**src/inc/vsd_defines.svh**
```systemverilog
`ifndef VSD_DEFINES_SVH
`define VSD_DEFINES_SVH

// ============================================================
// Register map (byte addresses)
`define VSD_AW          9
`define VSD_ADDR_CTRL   9'h000
`define VSD_ADDR_FRAME  9'h014
`define VSD_ADDR_LINE   9'h018
`define VSD_ADDR_PIXEL  9'h01C
`define VSD_ADDR_SIZE   9'h020

// ============================================================
// Control fields
`define VSD_CTRL_BYPASS  4
`define VSD_CTRL_PATTERN 5
`define VSD_CTRL_RESET   30

// ============================================================
// Frame size fields and reset value
`define VSD_SIZE_COL_LSB 0
`define VSD_SIZE_COL_MSB 12
`define VSD_SIZE_ROW_LSB 16
`define VSD_SIZE_ROW_MSB 28
`define VSD_SIZE_RESET   32'h0438_0780

// ============================================================
// Pattern generator geometry
`define VSD_BAR_LINES 13'h0100
`define VSD_BAR_LSB   6
`define VSD_BAR_MSB   8
`define VSD_COMP_ON   8'hFF
`define VSD_COMP_OFF  8'h00

// ============================================================
// Bus answers
`define VSD_RESP_OKAY   2'h0
`define VSD_RESP_SLVERR 2'h2

`endif

```
**src/inc/vsd_pkg.sv**
```systemverilog
`default_nettype none

package vsd_pkg;

	// ============================================================
	// Stream beat carried through the output buffer
	typedef struct packed {
		logic        user;
		logic        last;
		logic [23:0] data;
	} vsd_beat_s;

	// Which source feeds the output stream
	typedef enum logic [1:0] {
		VSD_SRC_PROC,
		VSD_SRC_BYPASS,
		VSD_SRC_PATTERN
	} vsd_src_e;

endpackage

`default_nettype wire

```
**src/inc/vsd_stream_if.sv**
```systemverilog
`timescale 1ns/10ps
`default_nettype none

// ============================================================
// Beat stream between the debug unit and its buffer
interface vsd_stream_if;
	vsd_pkg::vsd_beat_s beat;
	logic               valid;
	logic               ready;

	modport src (output beat, output valid, input ready);
	modport snk (input beat, input valid, output ready);
endinterface

`default_nettype wire

```
**src/hdl/vsd_debug_unit.sv**
```systemverilog
`timescale 1ns/10ps
`default_nettype none
`include "vsd_defines.svh"

module vsd_debug_unit #(
	parameter bit DebugEnable = 1'h1
) (
	input  wire logic                 clk,
	input  wire logic                 rst,
	input  wire logic [`VSD_AW-1:0]   s_axi_awaddr,
	input  wire logic                 s_axi_awvalid,
	output logic                      s_axi_awready,
	input  wire logic [31:0]          s_axi_wdata,
	input  wire logic [3:0]           s_axi_wstrb,
	input  wire logic                 s_axi_wvalid,
	output logic                      s_axi_wready,
	output logic [1:0]                s_axi_bresp,
	output logic                      s_axi_bvalid,
	input  wire logic                 s_axi_bready,
	input  wire logic [`VSD_AW-1:0]   s_axi_araddr,
	input  wire logic                 s_axi_arvalid,
	output logic                      s_axi_arready,
	output logic [31:0]               s_axi_rdata,
	output logic [1:0]                s_axi_rresp,
	output logic                      s_axi_rvalid,
	input  wire logic                 s_axi_rready,
	input  wire logic [7:0]           s_axis_video_tdata,
	input  wire logic                 s_axis_video_tvalid,
	output logic                      s_axis_video_tready,
	input  wire logic                 s_axis_video_tlast,
	input  wire logic                 s_axis_video_tuser,
	input  wire logic [23:0]          procTdata,
	input  wire logic                 procTvalid,
	output logic                      procTready,
	input  wire logic                 procTlast,
	input  wire logic                 procTuser,
	output logic [23:0]               m_axis_video_tdata,
	output logic                      m_axis_video_tvalid,
	input  wire logic                 m_axis_video_tready,
	output logic                      m_axis_video_tlast,
	output logic                      m_axis_video_tuser
);
	// ============================================================
	// Helpers
	function automatic logic [31:0] mergeBytes(input logic [31:0] old, input logic [31:0] wd,
		input logic [3:0] strb);
		logic [31:0] res;
		res = old;
		for (int i = 0; i < 4; i++) begin
			if (strb[i]) begin
				res[i*8 +: 8] = wd[i*8 +: 8];
			end
		end
		return res;
	endfunction

	function automatic logic isMapped(input logic [`VSD_AW-1:0] a);
		return (a == `VSD_ADDR_CTRL) || (a == `VSD_ADDR_FRAME) || (a == `VSD_ADDR_LINE) ||
			(a == `VSD_ADDR_PIXEL) || (a == `VSD_ADDR_SIZE);
	endfunction

	function automatic vsd_pkg::vsd_src_e srcOf(input logic byp, input logic pat);
		return pat ? vsd_pkg::VSD_SRC_PATTERN : (byp ? vsd_pkg::VSD_SRC_BYPASS : vsd_pkg::VSD_SRC_PROC);
	endfunction

	// Colour index bit 0 red, bit 1 green, bit 2 blue; bus order is R,B,G
	function automatic logic [23:0] barColour(input logic [2:0] idx);
		return {idx[0] ? `VSD_COMP_ON : `VSD_COMP_OFF, idx[2] ? `VSD_COMP_ON : `VSD_COMP_OFF,
			idx[1] ? `VSD_COMP_ON : `VSD_COMP_OFF};
	endfunction

	// ============================================================
	// Declarations
	logic        awReadyQ, awReadyD, bValidQ, bValidD, arReadyQ, arReadyD, rValidQ, rValidD;
	logic [1:0]  bRespQ, bRespD, rRespQ, rRespD;
	logic [31:0] rDataQ, rDataD, sizeQ, sizeD, wrWord;
	logic        bypassQ, bypassD, patternQ, patternD, swRstQ, swRstD;
	logic        wrEn, rdEn;
	logic [31:0] frameQ, frameD, lineQ, lineD, pixelQ, pixelD;
	logic [12:0] xQ, xD, yQ, yD, colsQ, colsD, rowsQ, rowsD;
	logic        sReadyQ, sReadyD, pReadyQ, pReadyD, bufReadyNext, patPush, outFire;
	logic [7:0]  ramp;
	vsd_pkg::vsd_src_e  srcQ, srcD;
	vsd_pkg::vsd_beat_s patBeat;
	vsd_stream_if bufIn ();
	vsd_stream_if bufOut ();

	// ============================================================
	// Register bus handshakes: one write and one read at a time
	assign wrEn = awReadyQ && s_axi_awvalid && s_axi_wvalid;
	assign rdEn = arReadyQ && s_axi_arvalid;
	assign wrWord = mergeBytes(32'h0000_0000, s_axi_wdata, s_axi_wstrb);

	always_comb begin
		awReadyD = s_axi_awvalid && s_axi_wvalid && !awReadyQ && !bValidQ;
		arReadyD = s_axi_arvalid && !arReadyQ && !rValidQ;
		bValidD = wrEn ? 1'h1 : (bValidQ && !s_axi_bready);
		bRespD = wrEn ? (isMapped(s_axi_awaddr) ? `VSD_RESP_OKAY : `VSD_RESP_SLVERR) : bRespQ;
		rValidD = rdEn ? 1'h1 : (rValidQ && !s_axi_rready);
		rRespD = rdEn ? (isMapped(s_axi_araddr) ? `VSD_RESP_OKAY : `VSD_RESP_SLVERR) : rRespQ;
		rDataD = rDataQ;
		if (rdEn) begin
			case (s_axi_araddr)
				`VSD_ADDR_CTRL: begin
					rDataD = '0;
					rDataD[`VSD_CTRL_BYPASS] = bypassQ;
					rDataD[`VSD_CTRL_PATTERN] = patternQ;
					rDataD[`VSD_CTRL_RESET] = swRstQ;
				end
				`VSD_ADDR_FRAME: rDataD = frameQ;
				`VSD_ADDR_LINE:  rDataD = lineQ;
				`VSD_ADDR_PIXEL: rDataD = pixelQ;
				`VSD_ADDR_SIZE:  rDataD = sizeQ;
				default:         rDataD = '0;
			endcase
		end
	end

	always_ff @(posedge clk or posedge rst) begin
		if (rst) begin
			awReadyQ <= 1'h0;
			arReadyQ <= 1'h0;
			bValidQ <= 1'h0;
			bRespQ <= `VSD_RESP_OKAY;
			rValidQ <= 1'h0;
			rRespQ <= `VSD_RESP_OKAY;
			rDataQ <= '0;
		end else begin
			awReadyQ <= awReadyD;
			arReadyQ <= arReadyD;
			bValidQ <= bValidD;
			bRespQ <= bRespD;
			rValidQ <= rValidD;
			rRespQ <= rRespD;
			rDataQ <= rDataD;
		end
	end

	// ============================================================
	// Control and size registers; soft reset forces defaults
	always_comb begin
		swRstD = swRstQ;
		bypassD = bypassQ;
		patternD = patternQ;
		sizeD = sizeQ;
		if (wrEn && s_axi_awaddr == `VSD_ADDR_CTRL) begin
			if (s_axi_wstrb[3]) begin
				swRstD = wrWord[`VSD_CTRL_RESET];
			end
			if (s_axi_wstrb[0] && DebugEnable) begin
				bypassD = wrWord[`VSD_CTRL_BYPASS];
				patternD = wrWord[`VSD_CTRL_PATTERN];
			end
		end
		if (wrEn && s_axi_awaddr == `VSD_ADDR_SIZE) begin
			sizeD = mergeBytes(sizeQ, s_axi_wdata, s_axi_wstrb);
		end
		// Counter offsets accept writes but keep their counts
		if (swRstQ || !DebugEnable) begin
			bypassD = 1'h0;
			patternD = 1'h0;
			sizeD = `VSD_SIZE_RESET;
		end
		srcD = srcOf(bypassD, patternD);
		sReadyD = bufReadyNext && srcD == vsd_pkg::VSD_SRC_BYPASS && !swRstD;
		pReadyD = bufReadyNext && srcD == vsd_pkg::VSD_SRC_PROC && !swRstD;
	end

	always_ff @(posedge clk or posedge rst) begin
		if (rst) begin
			swRstQ <= 1'h0;
			bypassQ <= 1'h0;
			patternQ <= 1'h0;
			sizeQ <= `VSD_SIZE_RESET;
			srcQ <= vsd_pkg::VSD_SRC_PROC;
			sReadyQ <= 1'h0;
			pReadyQ <= 1'h0;
		end else begin
			swRstQ <= swRstD;
			bypassQ <= bypassD;
			patternQ <= patternD;
			sizeQ <= sizeD;
			srcQ <= srcD;
			sReadyQ <= sReadyD;
			pReadyQ <= pReadyD;
		end
	end

	// ============================================================
	// Test pattern: bars on the top lines, ramp below
	always_comb begin
		ramp = xQ[7:0] + yQ[7:0];
		patBeat.data = (yQ < `VSD_BAR_LINES) ? barColour(xQ[`VSD_BAR_MSB:`VSD_BAR_LSB])
			: {3{ramp}};
		patBeat.user = xQ == 13'h0000 && yQ == 13'h0000;
		patBeat.last = xQ == colsQ - 13'h0001;
		patPush = srcQ == vsd_pkg::VSD_SRC_PATTERN && bufIn.ready && !swRstQ;
		xD = xQ;
		yD = yQ;
		colsD = colsQ;
		rowsD = rowsQ;
		if (srcQ != vsd_pkg::VSD_SRC_PATTERN || swRstQ) begin
			xD = '0;
			yD = '0;
			colsD = sizeQ[`VSD_SIZE_COL_MSB:`VSD_SIZE_COL_LSB];
			rowsD = sizeQ[`VSD_SIZE_ROW_MSB:`VSD_SIZE_ROW_LSB];
		end else if (patPush) begin
			xD = patBeat.last ? 13'h0000 : xQ + 13'h0001;
			if (patBeat.last) begin
				yD = (yQ == rowsQ - 13'h0001) ? 13'h0000 : yQ + 13'h0001;
			end
			// Size is only taken between frames
			if (patBeat.last && yQ == rowsQ - 13'h0001) begin
				colsD = sizeQ[`VSD_SIZE_COL_MSB:`VSD_SIZE_COL_LSB];
				rowsD = sizeQ[`VSD_SIZE_ROW_MSB:`VSD_SIZE_ROW_LSB];
			end
		end
	end

	always_ff @(posedge clk or posedge rst) begin
		if (rst) begin
			xQ <= '0;
			yQ <= '0;
			colsQ <= '0;
			rowsQ <= '0;
		end else begin
			xQ <= xD;
			yQ <= yD;
			colsQ <= colsD;
			rowsQ <= rowsD;
		end
	end

	// ============================================================
	// Source multiplexer into the output buffer
	always_comb begin
		case (srcQ)
			vsd_pkg::VSD_SRC_PATTERN: begin
				bufIn.beat = patBeat;
				bufIn.valid = !swRstQ;
			end
			vsd_pkg::VSD_SRC_BYPASS: begin
				bufIn.beat.data = {`VSD_COMP_OFF, `VSD_COMP_OFF, s_axis_video_tdata};
				bufIn.beat.last = s_axis_video_tlast;
				bufIn.beat.user = s_axis_video_tuser;
				bufIn.valid = s_axis_video_tvalid;
			end
			vsd_pkg::VSD_SRC_PROC: begin
				bufIn.beat.data = procTdata;
				bufIn.beat.last = procTlast;
				bufIn.beat.user = procTuser;
				bufIn.valid = procTvalid;
			end
			default: begin
				bufIn.beat = '0;
				bufIn.valid = 1'h0;
			end
		endcase
	end

	vsd_beat_buffer u_buffer (
		.clk       (clk),
		.rst       (rst),
		.flush     (swRstQ),
		.inSide    (bufIn),
		.outSide   (bufOut),
		.readyNext (bufReadyNext)
	);

	assign bufOut.ready = m_axis_video_tready;

	// ============================================================
	// Throughput counters on delivered beats, wrapping at 32 bits
	assign outFire = bufOut.valid && bufOut.ready;

	always_comb begin
		frameD = frameQ;
		lineD = lineQ;
		pixelD = pixelQ;
		if (swRstQ || !DebugEnable) begin
			frameD = '0;
			lineD = '0;
			pixelD = '0;
		end else if (outFire) begin
			pixelD = pixelQ + 32'h0000_0001;
			if (bufOut.beat.last) begin
				lineD = lineQ + 32'h0000_0001;
			end
			if (bufOut.beat.user) begin
				frameD = frameQ + 32'h0000_0001;
			end
		end
	end

	always_ff @(posedge clk or posedge rst) begin
		if (rst) begin
			frameQ <= '0;
			lineQ <= '0;
			pixelQ <= '0;
		end else begin
			frameQ <= frameD;
			lineQ <= lineD;
			pixelQ <= pixelD;
		end
	end

	// ============================================================
	// Port drivers, all from flops
	assign s_axi_awready = awReadyQ;
	assign s_axi_wready = awReadyQ;
	assign s_axi_bvalid = bValidQ;
	assign s_axi_bresp = bRespQ;
	assign s_axi_arready = arReadyQ;
	assign s_axi_rvalid = rValidQ;
	assign s_axi_rresp = rRespQ;
	assign s_axi_rdata = rDataQ;
	assign s_axis_video_tready = sReadyQ;
	assign procTready = pReadyQ;
	assign m_axis_video_tdata = bufOut.beat.data;
	assign m_axis_video_tlast = bufOut.beat.last;
	assign m_axis_video_tuser = bufOut.beat.user;
	assign m_axis_video_tvalid = bufOut.valid;
endmodule

`default_nettype wire

```
**src/hdl/vsd_beat_buffer.sv**
```systemverilog
`timescale 1ns/10ps
`default_nettype none

module vsd_beat_buffer (
	input  wire logic clk,
	input  wire logic rst,
	input  wire logic flush,
	vsd_stream_if.snk inSide,
	vsd_stream_if.src outSide,
	output logic      readyNext
);
	vsd_pkg::vsd_beat_s headQ;
	vsd_pkg::vsd_beat_s headD;
	vsd_pkg::vsd_beat_s skidQ;
	vsd_pkg::vsd_beat_s skidD;
	logic               headVldQ;
	logic               headVldD;
	logic               skidVldQ;
	logic               skidVldD;
	logic               readyQ;
	logic               push;
	logic               pop;

	// ============================================================
	// Head drives the output, skid holds a beat taken during a stall
	always_comb begin
		push = inSide.valid && readyQ;
		pop = headVldQ && outSide.ready;
		headD = headQ;
		headVldD = headVldQ;
		skidD = skidQ;
		skidVldD = skidVldQ;
		if (!headVldQ || pop) begin
			if (skidVldQ) begin
				headD = skidQ;
				headVldD = 1'h1;
				skidVldD = push;
				if (push) begin
					skidD = inSide.beat;
				end
			end else begin
				headVldD = push;
				if (push) begin
					headD = inSide.beat;
				end
			end
		end else if (push) begin
			skidVldD = 1'h1;
			skidD = inSide.beat;
		end
		// Flush drops both entries and stops taking beats
		if (flush) begin
			headVldD = 1'h0;
			skidVldD = 1'h0;
		end
		readyNext = !skidVldD && !flush;
	end

	// Register the buffer state
	always_ff @(posedge clk or posedge rst) begin
		if (rst) begin
			headQ <= '0;
			skidQ <= '0;
			headVldQ <= 1'h0;
			skidVldQ <= 1'h0;
			readyQ <= 1'h0;
		end else begin
			headQ <= headD;
			skidQ <= skidD;
			headVldQ <= headVldD;
			skidVldQ <= skidVldD;
			readyQ <= readyNext;
		end
	end

	// Outputs straight from the flops
	assign inSide.ready = readyQ;
	assign outSide.beat = headQ;
	assign outSide.valid = headVldQ;
endmodule

`default_nettype wire

```
**config.mk**
```make
export PLATFORM = sky130hd
export DESIGN_NAME = vsd_debug_unit
export DESIGN_NICKNAME = d
export VERILOG_FILES = /design/src/inc/vsd_pkg.sv /design/src/inc/vsd_stream_if.sv /design/src/hdl/vsd_debug_unit.sv /design/src/hdl/vsd_beat_buffer.sv
export VERILOG_INCLUDE_DIRS = /design/src /design/src/inc
export SDC_FILE = /design/constraint.sdc
export NUM_CORES = 1
export LEC_CHECK = 0
export BUFFER_PORTS_ARGS = -buffer_cell sky130_fd_sc_hd__buf_4
export CAP_MARGIN = 15
export CORE_UTILIZATION = 37
export DETAILED_ROUTE_END_ITERATION = 7
export SLEW_MARGIN = 10
export SYNTH_ARGS = -nofsm -noshare
export SYNTH_HDL_FRONTEND = slang
export SYNTH_SLANG_ARGS = --single-unit
```
**constraint.sdc**
```tcl
create_clock -name clk -period 11.35 [get_ports clk]
set_clock_uncertainty 0.15 [all_clocks]
set_input_delay 2.27 -clock clk [delete_from_list [all_inputs] [get_ports clk]]
set_output_delay 2.27 -clock clk [all_outputs]
set_load 0.1 [all_outputs]
```
## Word level (Yosys, flattened, before mapping)

Index checks and enable logic that the tools add are counted.

| storage, ports and cells | value |
|---|---|
| memories kept | 0 |
| memory bits (read-only) | 0 |
| output and inout port bits | 70 |
| input port bits | 100 |
| bits in writable memories | 0 |
| bits in registers | 282 |
| logic and storage cells | 188 |
| latch bits | 0 |

| cells by class | value |
|---|---|
| multipliers | 0 |
| add/sub/neg operators | 8 |
| bitwise logic cells | 0 |
| reductions and logical operators | 71 |
| shifts and indexed selects | 0 |
| magnitude comparators | 1 |
| eq/ne operators | 15 |
| divide/modulo/power cells | 0 |
| multiplexer cells | 60 |

Operators with widths:

| kind | number |
|---|---|
| 2-to-1 mux 32 bit | 10 |
| 2-to-1 mux 13 bit | 13 |
| one-hot mux 32 bit (5 select lines) | 1 |
| 2-to-1 mux 26 bit | 5 |
| adder 32 x 1 -> 32 bit (second input constant) | 3 |
| one-hot mux 26 bit (3 select lines) | 1 |
| 2-to-1 mux 8 bit | 7 |
| equality test 9 x 5 -> 1 bit (second input constant) | 6 |
| adder 13 x 1 -> 13 bit (second input constant) | 2 |
| equality test 13 bit | 2 |
| zero test 13 bit | 2 |
| nonzero test 2 bit | 13 |
| subtractor 13 x 1 -> 13 bit (second input constant) | 2 |
| 2-to-1 mux 24 bit | 1 |
| logical AND 1 bit | 23 |
| equality test 9 x 6 -> 1 bit (second input constant) | 2 |
| zero test 9 bit | 2 |
| 2-to-1 mux 1 bit | 18 |
| AND reduction 2 bit | 9 |
| less-than comparator 13 x 9 -> 1 bit (second input constant) | 1 |
| zero test 1 bit | 10 |
| logical OR 1 bit | 10 |
| adder 8 bit | 1 |
| 2-to-1 mux 2 bit | 3 |
| other kinds (6) | 8 |

## Longest topological paths before layout

Gate-level depths: netlist (run 1).

| logic depth | value |
|---|---|
| word-level depth | 10 |
| gate-level depth with buffers | 13 |

## By module

A second synthesis (run 1) with hierarchy kept.

| second synthesis, totals | value |
|---|---|
| cell total of the unflattened synthesis | 1495 |
| area total of the unflattened synthesis | 15001.9 sq um |

Modules (own cells, without submodules):

| module | instances | cells each | sequential area each (sq um) | area each (sq um) |
|---|---|---|---|---|
| vsd_debug_unit | 1 | 1344 | 5615.4 | 12478.2 |
| vsd_beat_buffer | 1 | 151 | 1376.3 | 2523.7 |

## Least setup slack after synthesis (run 1)

Ideal clock, no wire load.

| timing path | value |
|---|---|
| path type | input -> register |
| start | in m_axis_video_tready |
| end | reg pixelQ[25] |
| path slack | 7.128 ns |
| cell stages on the path | 8 |
| arrival time | 3.994 ns |
| path buffers | 1 |
| setup time | 0.078 ns |
| required time | 11.122 ns |
| cells stage by stage | and2_1 clkbuf_1 and4_1 and2_0 and2_1 nand3_1 or3_1 a21oi_1 |

| between the ends | value |
|---|---|
| longest elaborated chain between the ends | 2 |

Ends and longest elaborated chain:

| what | line | source |
|---|---|---|
| start, declared | vsd_debug_unit.sv:39 | `input wire logic m_axis_video_tready,` |
| logical AND 1 bit | vsd_debug_unit.sv:274 | `assign outFire = bufOut.valid && bufOut.ready;` |
| nonzero test 2 bit (no source line) | -- |  |
| end signal, assigned | vsd_debug_unit.sv:303 | `pixelQ <= pixelD;` |
| end, declared | vsd_debug_unit.sv:79 | `logic [31:0] frameQ, frameD, lineQ, lineD, pixelQ, pixelD;` |

No other way between the ends.
A chain may end at the register's enable or synchronous reset.

## Final worst setup path (run 1)

| timing path | value |
|---|---|
| start | reg rowsQ[0] |
| end | reg colsQ[6] |

| between the ends | value |
|---|---|
| longest elaborated chain between the ends | 5 |

Ends and longest elaborated chain:

| what | line | source |
|---|---|---|
| start, declared | vsd_debug_unit.sv:80 | `logic [12:0] xQ, xD, yQ, yD, colsQ, colsD, rowsQ, rowsD;` |
| start signal, assigned | vsd_debug_unit.sv:230 | `rowsQ <= rowsD;` |
| subtractor 13 x 1 -> 13 bit | vsd_debug_unit.sv:213 | `if (patBeat.last && yQ == rowsQ - 13'h0001) begin` |
| equality test 13 bit | vsd_debug_unit.sv:213 |  |
| logical AND 1 bit | vsd_debug_unit.sv:213 |  |
| nonzero test 2 bit (no source line) | -- |  |
| AND reduction 2 bit (no source line) | -- |  |
| end signal, assigned | vsd_debug_unit.sv:229 | `colsQ <= colsD;` |
| end, declared | vsd_debug_unit.sv:80 |  |

No other way between the ends.

==> impl_metrics.toml, run 1 <==
[routing]
avgViaCountPerCell = 5.37
drt_iter0_drc = 679
vias = 12000
first_pass_iters = 5
wl_per_cell_um = 18.2
ant_nets = 0
routed_wl_um = 40600
drcViolationCount = 0

[sta]
rsz0062_at_grt = "no"
slew_headroom = 0.265
fin_crit_ns = 4.10
slew_violations = 0
fin_crit_sh = 0.361
hold_violations = 0
setup_viol = 0
setup_tns_ns = 0
worstMarginPinSlew_ns = 1.10
max_freq_mhz = 244

[logic_synthesis]
syn-cell-area_um2 = 14800
synth-main-ff-cell = "dfrtp_1"
synth_warnings = 0
avgSynthCellArea_um2 = 9.51
synth_cells = 1560
async_flop_share = 1.00
synth_seq_cells = 279
synth_cell_type_count = 75
ys_seq_area_frac = 0.471
synth_edf_count = 0

[floorplanning]
dieHeight_um = 202
start_util = 0.380
core_area_um2 = 39100
io_pins = 170
dieArea_um2 = 40900
rows = 72
dieWidth_um = 202

[placement]
dp_hpwl_um = 28800
gp_congestion = 0.863
portBuffers = 167
dpl-instance-area_um2 = 16500

[clock_tree]
root_buffer = "clkbuf_16"
tritoncts = "built"
clock_tree.htree_level_count = 1
path_clk_slew_ns = 0.06
cts_buffers = 31
insertion_delay_ns = 0.56
cts_buffer_depth = 3
cts_hold_buf = 0
cts_setup_buffers = 0
cts_resized = 0
cts_sinks = 279

[global_routing]
grt_pass1_vias = 11500
grt_pass1_wl_um = 64400
grt_max_degree = 120
track_usage = 0.197
grt_antenna_before_repair = 0
grt_overflow_total = 0

[cells_and_area]
nets = 1800
final_common_cell = "dfrtp_1"
antenna_cells = 0
area_growth_pct = 18.8
drive_above_1_share = 0.199
fin_area_um2 = 17600
n_fill_cell = 3724
multi_input_area_um2 = 7370
utilization = 0.451
seq_area_um2 = 7000
mostFrequentLayoutCells = "dfrtp_1, nor2_1, buf_4, nand2_1, o21ai_0"

[min_path]
hold_path.class = "reg2reg"

[pwr]
vdd_drop_max_uv = 172
leakage_nw = 8.11
powerDensity_nw_per_um2 = 182
total_power_mw = 3.21

[flow_run]
drv_cap = 0

[worst_setup_path]
worstSetupStartpointType = "register"
worstPathMaxFanout = 26
worst_setup_path_end_kind = "register"
path_class = "reg2reg"
cp.required_ns = 11.64
cp.arrival_ns = 4.40

[outcome]
run_status = "completed"
## cell families after synthesis
group / synth area share
flops: 0.471
xor+xnor: 0.0649
mux: 0.0823
fa+ha+maj: 0.0148
simple gates: 0.190
buf+inv: 0.0342
compound gates: 0.142
other cells: 0.000253
## power by group
group / internal, mW / total [mW] / switching, mW / leakage [nW]
clock: 0.698 / 1.13 / 0.427 / 0.556
sequential: 1.12 / 1.24 / 0.114 / 3.72
combinational: 0.230 / 0.844 / 0.614 / 3.84
## metrics by stage
stage               hold slack, ns  cells  setup WS [ns]
floorplan                    0.300   1561           1.25
global placement             0.296   2168           6.74
detailed placement           0.310   2168           6.72
CTS                          0.320   2225           7.24
global route                 0.332   2225           6.99
finish                       0.314   2225           7.25
## critical path: stages (launching register included)
cell and delay, ns:
dfrtp_1 0.43, inv_1 0.08, ha_1 0.18, or4b_2 0.70, o21a_1 0.21, o311ai_0 0.36, a32oi_1 0.18, nor4_4 0.45
inv_1 0.12, o21ai_4 0.69, mux2_2 0.41
## synthesized netlist by cell type, drive strengths merged (9+ instances only)
master,n,area share
nand3,52,0.018
mux2i,50,0.034
a22oi,35,0.018
dfrtp,271,0.46
xor2,60,0.035
o31ai,13,0.0093
a32oi,10,0.0059
nor3,26,0.0094
buf,16,0.0068
and3,33,0.014
nor2,186,0.047
nor2b,9,0.0038
a21oi,64,0.022
or3,30,0.013
nand4,27,0.011
xnor2,50,0.030
nand2,166,0.042
nor4,11,0.0061
inv,35,0.0089
mux2,64,0.049
o21ai,124,0.043
a22o,30,0.018
clkbuf,73,0.019
ha,16,0.013
## state kept, by name, summed over array words and instances (netlist names), 13 cells and up
register	count
frameQ	32
lineQ	32
pixelQ	32
s_axi_rdata	32
sizeQ	32
u_buffer.outSide.beat	26
u_buffer.skidQ	26
colsQ	13
rowsQ	13
xQ	13
yQ	13
## routing by layer
metal  vias up  track usage  part of all wire
met5         -            0                 0
met4         0       0.0561             0.022
met3        52       0.0276             0.047
met2       292        0.317              0.48
met1      5846        0.276              0.46
li1       5761            -                 -
## layout make-up
class / count / area share
Clock buffer: 40 / 0.0493
Clock inverter: 17 / 0.0156
Inverter: 35 / 0.00788
Multi-Input combinational cell: 1158 / 0.418
Sequential cell: 279 / 0.397
Tap cell: 518 / 0.0368
Timing Repair Buffer: 178 / 0.0758
## final timing paths
check	from	end	slack, ns	cells after the start
min	s_axi_bvalid	s_axi_awready	0.31	1
max in group asynchronous	rst	frameQ[15]	7.73	3
max reg2reg	rowsQ[0]	colsQ[6]	7.25	10
max	rowsQ[0]	colsQ[6]	7.25	10
min reg2reg	s_axi_bvalid	s_axi_awready	0.31	1
min in group asynchronous	rst	s_axi_rdata[1]	1.67	2
No activity file was read; power rests on OpenSTA's default activity.
==> inputs of run 2 (changes only) <==
--- a/config.mk
+++ b/config.mk
@@ -6,6 +6,7 @@
 export SDC_FILE = /design/constraint.sdc
 export NUM_CORES = 1
 export LEC_CHECK = 0
+export ABC_AREA = 1
 export BUFFER_PORTS_ARGS = -buffer_cell sky130_fd_sc_hd__buf_4
 export CAP_MARGIN = 15
 export CORE_UTILIZATION = 37
==> constraint.sdc (replaced) <==
create_clock -name clk -period 3.55 [get_ports clk]
set_clock_uncertainty 0.15 [all_clocks]
set_input_delay 0.71 -clock clk [delete_from_list [all_inputs] [get_ports clk]]
set_output_delay 0.71 -clock clk [all_outputs]
set_load 0.1 [all_outputs]
==> run 2 against run 1 <==
Combinational power shrank 18%. Wire length grew 37%. Die area grew 10%. Register-to-register slack lost 6.5 ns. Area after synthesis grew 10%. Sequential share of layout area shrank 3.9 points. Maximum frequency grew 48%. Largest power group is now clock. Total power grew 140%. Critical path depth grew 3. Non-clock buffer count grew 22.
==> impl_metrics.toml, run 2 <==
[routing]
drcViolationCount = 0
routed_wl_um = 55600
vias = 16100
ant_nets = 0
avgViaCountPerCell = 5.26
first_pass_iters = 6
wl_per_cell_um = 18.2
drt_iter0_drc = 1236

[logic_synthesis]
synthMostInstantiatedCell = "nand2_1"
synthTopCellsByCount = "nand2_1, inv_1, dfrtp_1, nor2_1, o21ai_0"
synth_cell_type_count = 52
synth_warnings = 0
syn-cell-area_um2 = 16300
avgSynthCellArea_um2 = 7.16
synth_area_leaders = "dfrtp_1, nand2_1, inv_1, o21ai_0, nor2_1"
synth_cells = 2281
synthDominantCellAreaShare = 0.415
synth-main-ff-cell = "dfrtp_1"
ys_seq_area_frac = 0.428
async_flop_share = 1.00
synth_seq_cells = 279
yosys.area.top_type = "dfrtp_1"
synth_edf_count = 0

[placement]
dp_hpwl_um = 41700
portBuffers = 167
dpl.cell_count = 2989
gp_congestion = 0.949
dpl-instance-area_um2 = 18300

[sta]
max_freq_mhz = 361
slew_violations = 0
fin_crit_ns = 2.77
hold_slack_ns = 0.194
setup_tns_ns = 0
fin_crit_sh = 0.781
slew_headroom = 0.235
rsz0062_at_grt = "no"
hold_violations = 0
setup_viol = 0
worstMarginPinSlew_ns = 1.15

[clock_tree]
cts_sinks = 279
cts_buffers = 35
insertion_delay_ns = 0.54
cts_setup_buffers = 0
cts_hold_buf = 0
cts_resized = 0
clock_tree.htree_level_count = 2
cts_buffer_depth = 3
tritoncts = "built"
path_clk_slew_ns = 0.06
root_buffer = "clkbuf_16"

[pwr]
vdd_drop_max_uv = 358
leakage_nw = 9.28
power_frac_comb = 0.089
p_sw_mw = 2.02
seqPwrFrac = 0.415
powerDensity_nw_per_um2 = 402
clock_power_share = 0.496
total_power_mw = 7.85
sw_frac_of_total = 0.257
p_int_mw = 5.83

[cells_and_area]
mostFrequentLayoutCells = "nand2_1, inv_1, dfrtp_1, nor2_1, buf_4"
antenna_cells = 0
nets = 2558
fin_area_um2 = 19500
final_cells = 3051
final_common_cell = "nand2_1"
drive_above_1_share = 0.127
area_growth_pct = 19.5
n_fill_cell = 4445

[global_routing]
grt_pass1_vias = 15800
grt_pass1_wl_um = 87500
track_usage = 0.251
grt_overflow_total = 0
grt_max_degree = 72
grt_antenna_before_repair = 1

[floorplanning]
rows = 76
dieWidth_um = 212
start_util = 0.377
dieArea_um2 = 45000
dieHeight_um = 212
io_pins = 170
core_area_um2 = 43400

[worst_setup_path]
cp.arrival_ns = 3.04
path_class = "reg2reg"
worst_setup_path_end_kind = "register"
worstSetupStartpointType = "register"
worstPathMaxFanout = 28
cp.required_ns = 3.82

[min_path]
hold_path.class = "in2async"

[flow_run]
drv_cap = 0

[outcome]
run_status = "completed"
-- run 2: cell count changes in the layout (fill, tap and decap cells not counted), moves of 37 or more --
cell / previous run / this run
mux2_2: 63 / 0
o22ai_1: 3 / 63
nand4_1: 27 / 72
nor3_1: 24 / 74
o21ai_0: 122 / 159
nand3_1: 52 / 127
inv_1: 34 / 297
mux2i_1: 50 / 0
nand2_1: 166 / 636
xnor2_1: 50 / 10
-- run 2: logic make-up after synthesis --
group                      share of synthesized area
AOI/OAI and AO/OA                              0.125
xor gates and xnor gates                      0.0295
adders and majority gates                     0.0135
buffers and inverters                         0.0921
DFF                                            0.428
other                                       0.000229
and+or+nand+nor                                0.311
-- run 2: path summary, 6_finish.rpt --
check,startpoint,endpoint,slack [ns],cells past startpoint
worst max-delay path,colsQ[0],colsQ[6],0.78,13
worst min-delay path,rst,yQ[11],0.19,2
worst max register to register,colsQ[0],colsQ[6],0.78,13
worst min register to register,s_axi_arready,s_axi_arready,0.30,1
max in group asynchronous,rst,sizeQ[8],2.17,3
min in group clk,s_axi_bready,s_axi_bvalid,0.20,2
-- run 2: stage by stage --
stage                      util  setup WS, ns
after global routing      0.451         0.452
after detailed placement  0.421         0.572
after CTS                 0.451         0.756
after floorplan               -        -0.997
final                     0.451         0.777
after global placement    0.421         0.612
-- run 2: power groups by stage --
stage | Combinational [mW] | Sequential [mW] | Clock [mW]
5_1_grt | 0.739 | 3.26 | 4.10
3_5_place_dp | 0.703 | 3.31 | 0
4_1_cts | 0.704 | 3.26 | 3.96
3_3_place_gp | 0.699 | 3.31 | 0
2_1_floorplan | 0.154 | 3.62 | 0
6_report | 0.695 | 3.26 | 3.90
-- run 2: routing by layer --
layer / wire length, um / vias up / global-route usage
met5: 17 / - / 0
met4: 2150 / 2 / 0.107
met3: 3000 / 109 / 0.0303
met2: 26800 / 500 / 0.426
met1: 23600 / 7666 / 0.322
li1: - / 7786 / -
-- run 2: layout make-up --
cell class,instances,area [um^2],area share
Timing Repair Buffer,200,1550,0.0794
Sequential cell,279,6990,0.358
Inverter,306,1150,0.0590
Tap cell,585,732,0.0375
Clock buffer,47,1040,0.0534
Clock inverter,15,215,0.0110
Multi-Input combinational cell,1619,7850,0.402
-- run 2: worst max-delay path, stage by stage (launching register included) --
cell and delay [ns]:
dfrtp_1 0.39, inv_1 0.12, ha_1 0.21, nand3_1 0.16, nor2_4 0.19, nand3b_1 0.10
nand2_1 0.11, nand2_1 0.06, nor2_1 0.15, nand3_2 0.18, nand2_4 0.30, nand3_4 0.33
nand2_1 0.16, nand2_1 0.06
==> inputs of run 3 (changes only) <==
==> constraint.sdc (replaced) <==
create_clock -name clk -period 2.8 [get_ports clk]
set_clock_uncertainty 0.15 [all_clocks]
set_input_delay 0.56 -clock clk [delete_from_list [all_inputs] [get_ports clk]]
set_output_delay 0.56 -clock clk [all_outputs]
set_load 0.1 [all_outputs]
==> run 3 against run 2 <==
Maximum frequency increased by 10%. Wire length shrank 4.0%. Setup slack worse by 0.49 ns. Via count is 0.11% higher. Critical path depth grew 2. Sequential share of layout area decreased by 0.24 points. Sequential power is 27% higher. Critical path type unchanged. Clock power up 18%. Largest power group unchanged. Highest routed layer is now met4.
==> impl_metrics.toml, run 3 (synthesis gave the netlist of run 2 again) <==
[outcome]
run_status = "completed"

[cells_and_area]
fin_area_um2 = 19700
drive_above_1_share = 0.131
antenna_cells = 0
final_common_cell = "nand2_1"
seq_area_um2 = 6990
n_fill_cell = 4446
area_growth_pct = 20.4
nets = 2582
multi_input_area_um2 = 7880
mostFrequentLayoutCells = "nand2_1, inv_1, dfrtp_1, buf_4, nor2_1"
final_cells = 3074

[placement]
portBuffers = 167
dp_hpwl_um = 40200
dpl.cell_count = 3011
dpl-instance-area_um2 = 18500
gp_congestion = 0.916

[worst_setup_path]
path_class = "reg2reg"
worst_setup_path_end_kind = "register"
reg2reg_slack_ns = 0.29
path_common_cell = "nand2_1"
r2r_end = "yQ[10]"
cpPeakStageDelay_ns = 0.40
worstPathMaxFanout = 16
worst_path_max_delay_cell = "dfrtp_1"
cp.arrival_ns = 2.79
crit_family = "simple AND/OR/NAND/NOR gates"
worstSetupStartpointType = "register"
critical_path_buf_inv_count = 1
cp.required_ns = 3.07
r2r_cells = 15
timing.rr.start = "colsQ[0]"
crit_path_cell_trace = "inv_1 > ha_1 > nand2_1 > nor2_1 > nor2_1 > nor2_1 > nand2_1 > nor2_2 > nand2_1 > nor2_1 > nand3_2 > nand2_4 > nand2_2 > nand2_1 > nand2_1"

[sta]
fin_crit_ns = 2.51
max_freq_mhz = 398
rsz0062_at_grt = "no"
worstMarginPinSlew_ns = 0.778
hold_violations = 0
slew_headroom = 0.481
slew_violations = 0
fin_crit_sh = 0.897
setup_viol = 0

[min_path]
min_from = "s_axi_bready"
holdPathEnd = "s_axi_bvalid"
holdPathStages = 2
hold_path.class = "in2reg"

[routing]
first_pass_iters = 5
vias = 16100
drcViolationCount = 0
wl_per_cell_um = 17.4
ant_nets = 0
drt_iter0_drc = 1184
avgViaCountPerCell = 5.23
routed_wl_um = 53400

[flow_run]
drv_cap = 0

[floorplanning]
dieArea_um2 = 45000
io_pins = 170
dieWidth_um = 212
start_util = 0.377
core_area_um2 = 43400
rows = 76
dieHeight_um = 212

[clock_tree]
path_clk_slew_ns = 0.06
cts_buffers = 35
cts_buffer_depth = 3
cts_setup_buffers = 0
root_buffer = "clkbuf_16"
cts_sinks = 279
clock_tree.htree_level_count = 2
insertion_delay_ns = 0.56
tritoncts = "built"

[global_routing]
grt_pass1_vias = 15300
grt_antenna_before_repair = 0
track_usage = 0.238
grt_overflow_total = 0
grt_max_degree = 71
grt_pass1_wl_um = 83300

[pwr]
leakage_nw = 9.36
vdd_drop_max_uv = 447
powerDensity_nw_per_um2 = 490
-- run 3: worst reg2reg max path, delay by kind of cell, from the launching register on --
family	cells	cell delay [ns]
AND/OR/NAND/NOR	13	1.53
flip-flops	1	0.40
adder cells (fa/ha/maj)	1	0.21
buffers and inverters	1	0.11
-- run 3: through the flow --
stage	utilization	setup slack, ns	total power [mW]	hold slack, ns	setup TNS [ns]
after floorplan	-	-1.60	4.78	0.299	-437.65
after global placement	0.426	0.222	5.10	0.291	0
after detailed placement	0.426	0.184	5.11	0.291	0
after CTS	0.453	0.219	9.73	0.0286	0
after global routing	0.454	0.0215	9.93	0.0306	0
final	0.454	0.287	9.64	0.0533	0
-- run 3: final cells by class --
type | count | share of cell area
inverters | 306 | 0.0586
repair buffers | 223 | 0.0899
well taps | 585 | 0.0372
flip-flops and latches | 279 | 0.356
clock inverters | 4 | 0.00388
clock buffers | 57 | 0.0545
multi-input cells | 1620 | 0.400
-- run 3: power by group --
part / switching [mW] / internal, mW
clock network: 1.82 / 2.79
registers: 0.0395 / 4.09
logic: 0.667 / 0.233
total: 2.52 / 7.11
-- run 3: worst max path at each step --
stage	start	endpoint	slack, ns	depth (start not counted)
CTS	colsQ[0]	rowsQ[0]	0.22	15
global placement	s_axi_awaddr[3]	procTready	0.22	10
floorplan	rst	bypassQ	-1.60	1
finish	colsQ[0]	yQ[10]	0.29	15
detailed placement	s_axi_awaddr[3]	procTready	0.18	10
global route	colsQ[0]	yQ[12]	0.02	12
-- run 3: routing by layer --
layer | wire length (um) | vias to the layer above | GRT usage | share of wire
met5 | 0 | - | 0 | 0
met4 | 1930 | 0 | 0.0912 | 0.036
met3 | 2600 | 107 | 0.0343 | 0.049
met2 | 25700 | 462 | 0.400 | 0.48
met1 | 23200 | 7683 | 0.309 | 0.43
li1 | - | 7829 | - | -
-- run 3: timing repair --
item | CTS | global route
setup endpoints to repair | 0 | 31
gates resized for setup | 0 | 4
hold buffers | 1 | 0
endpoints found under the hold margin | 10 | 0
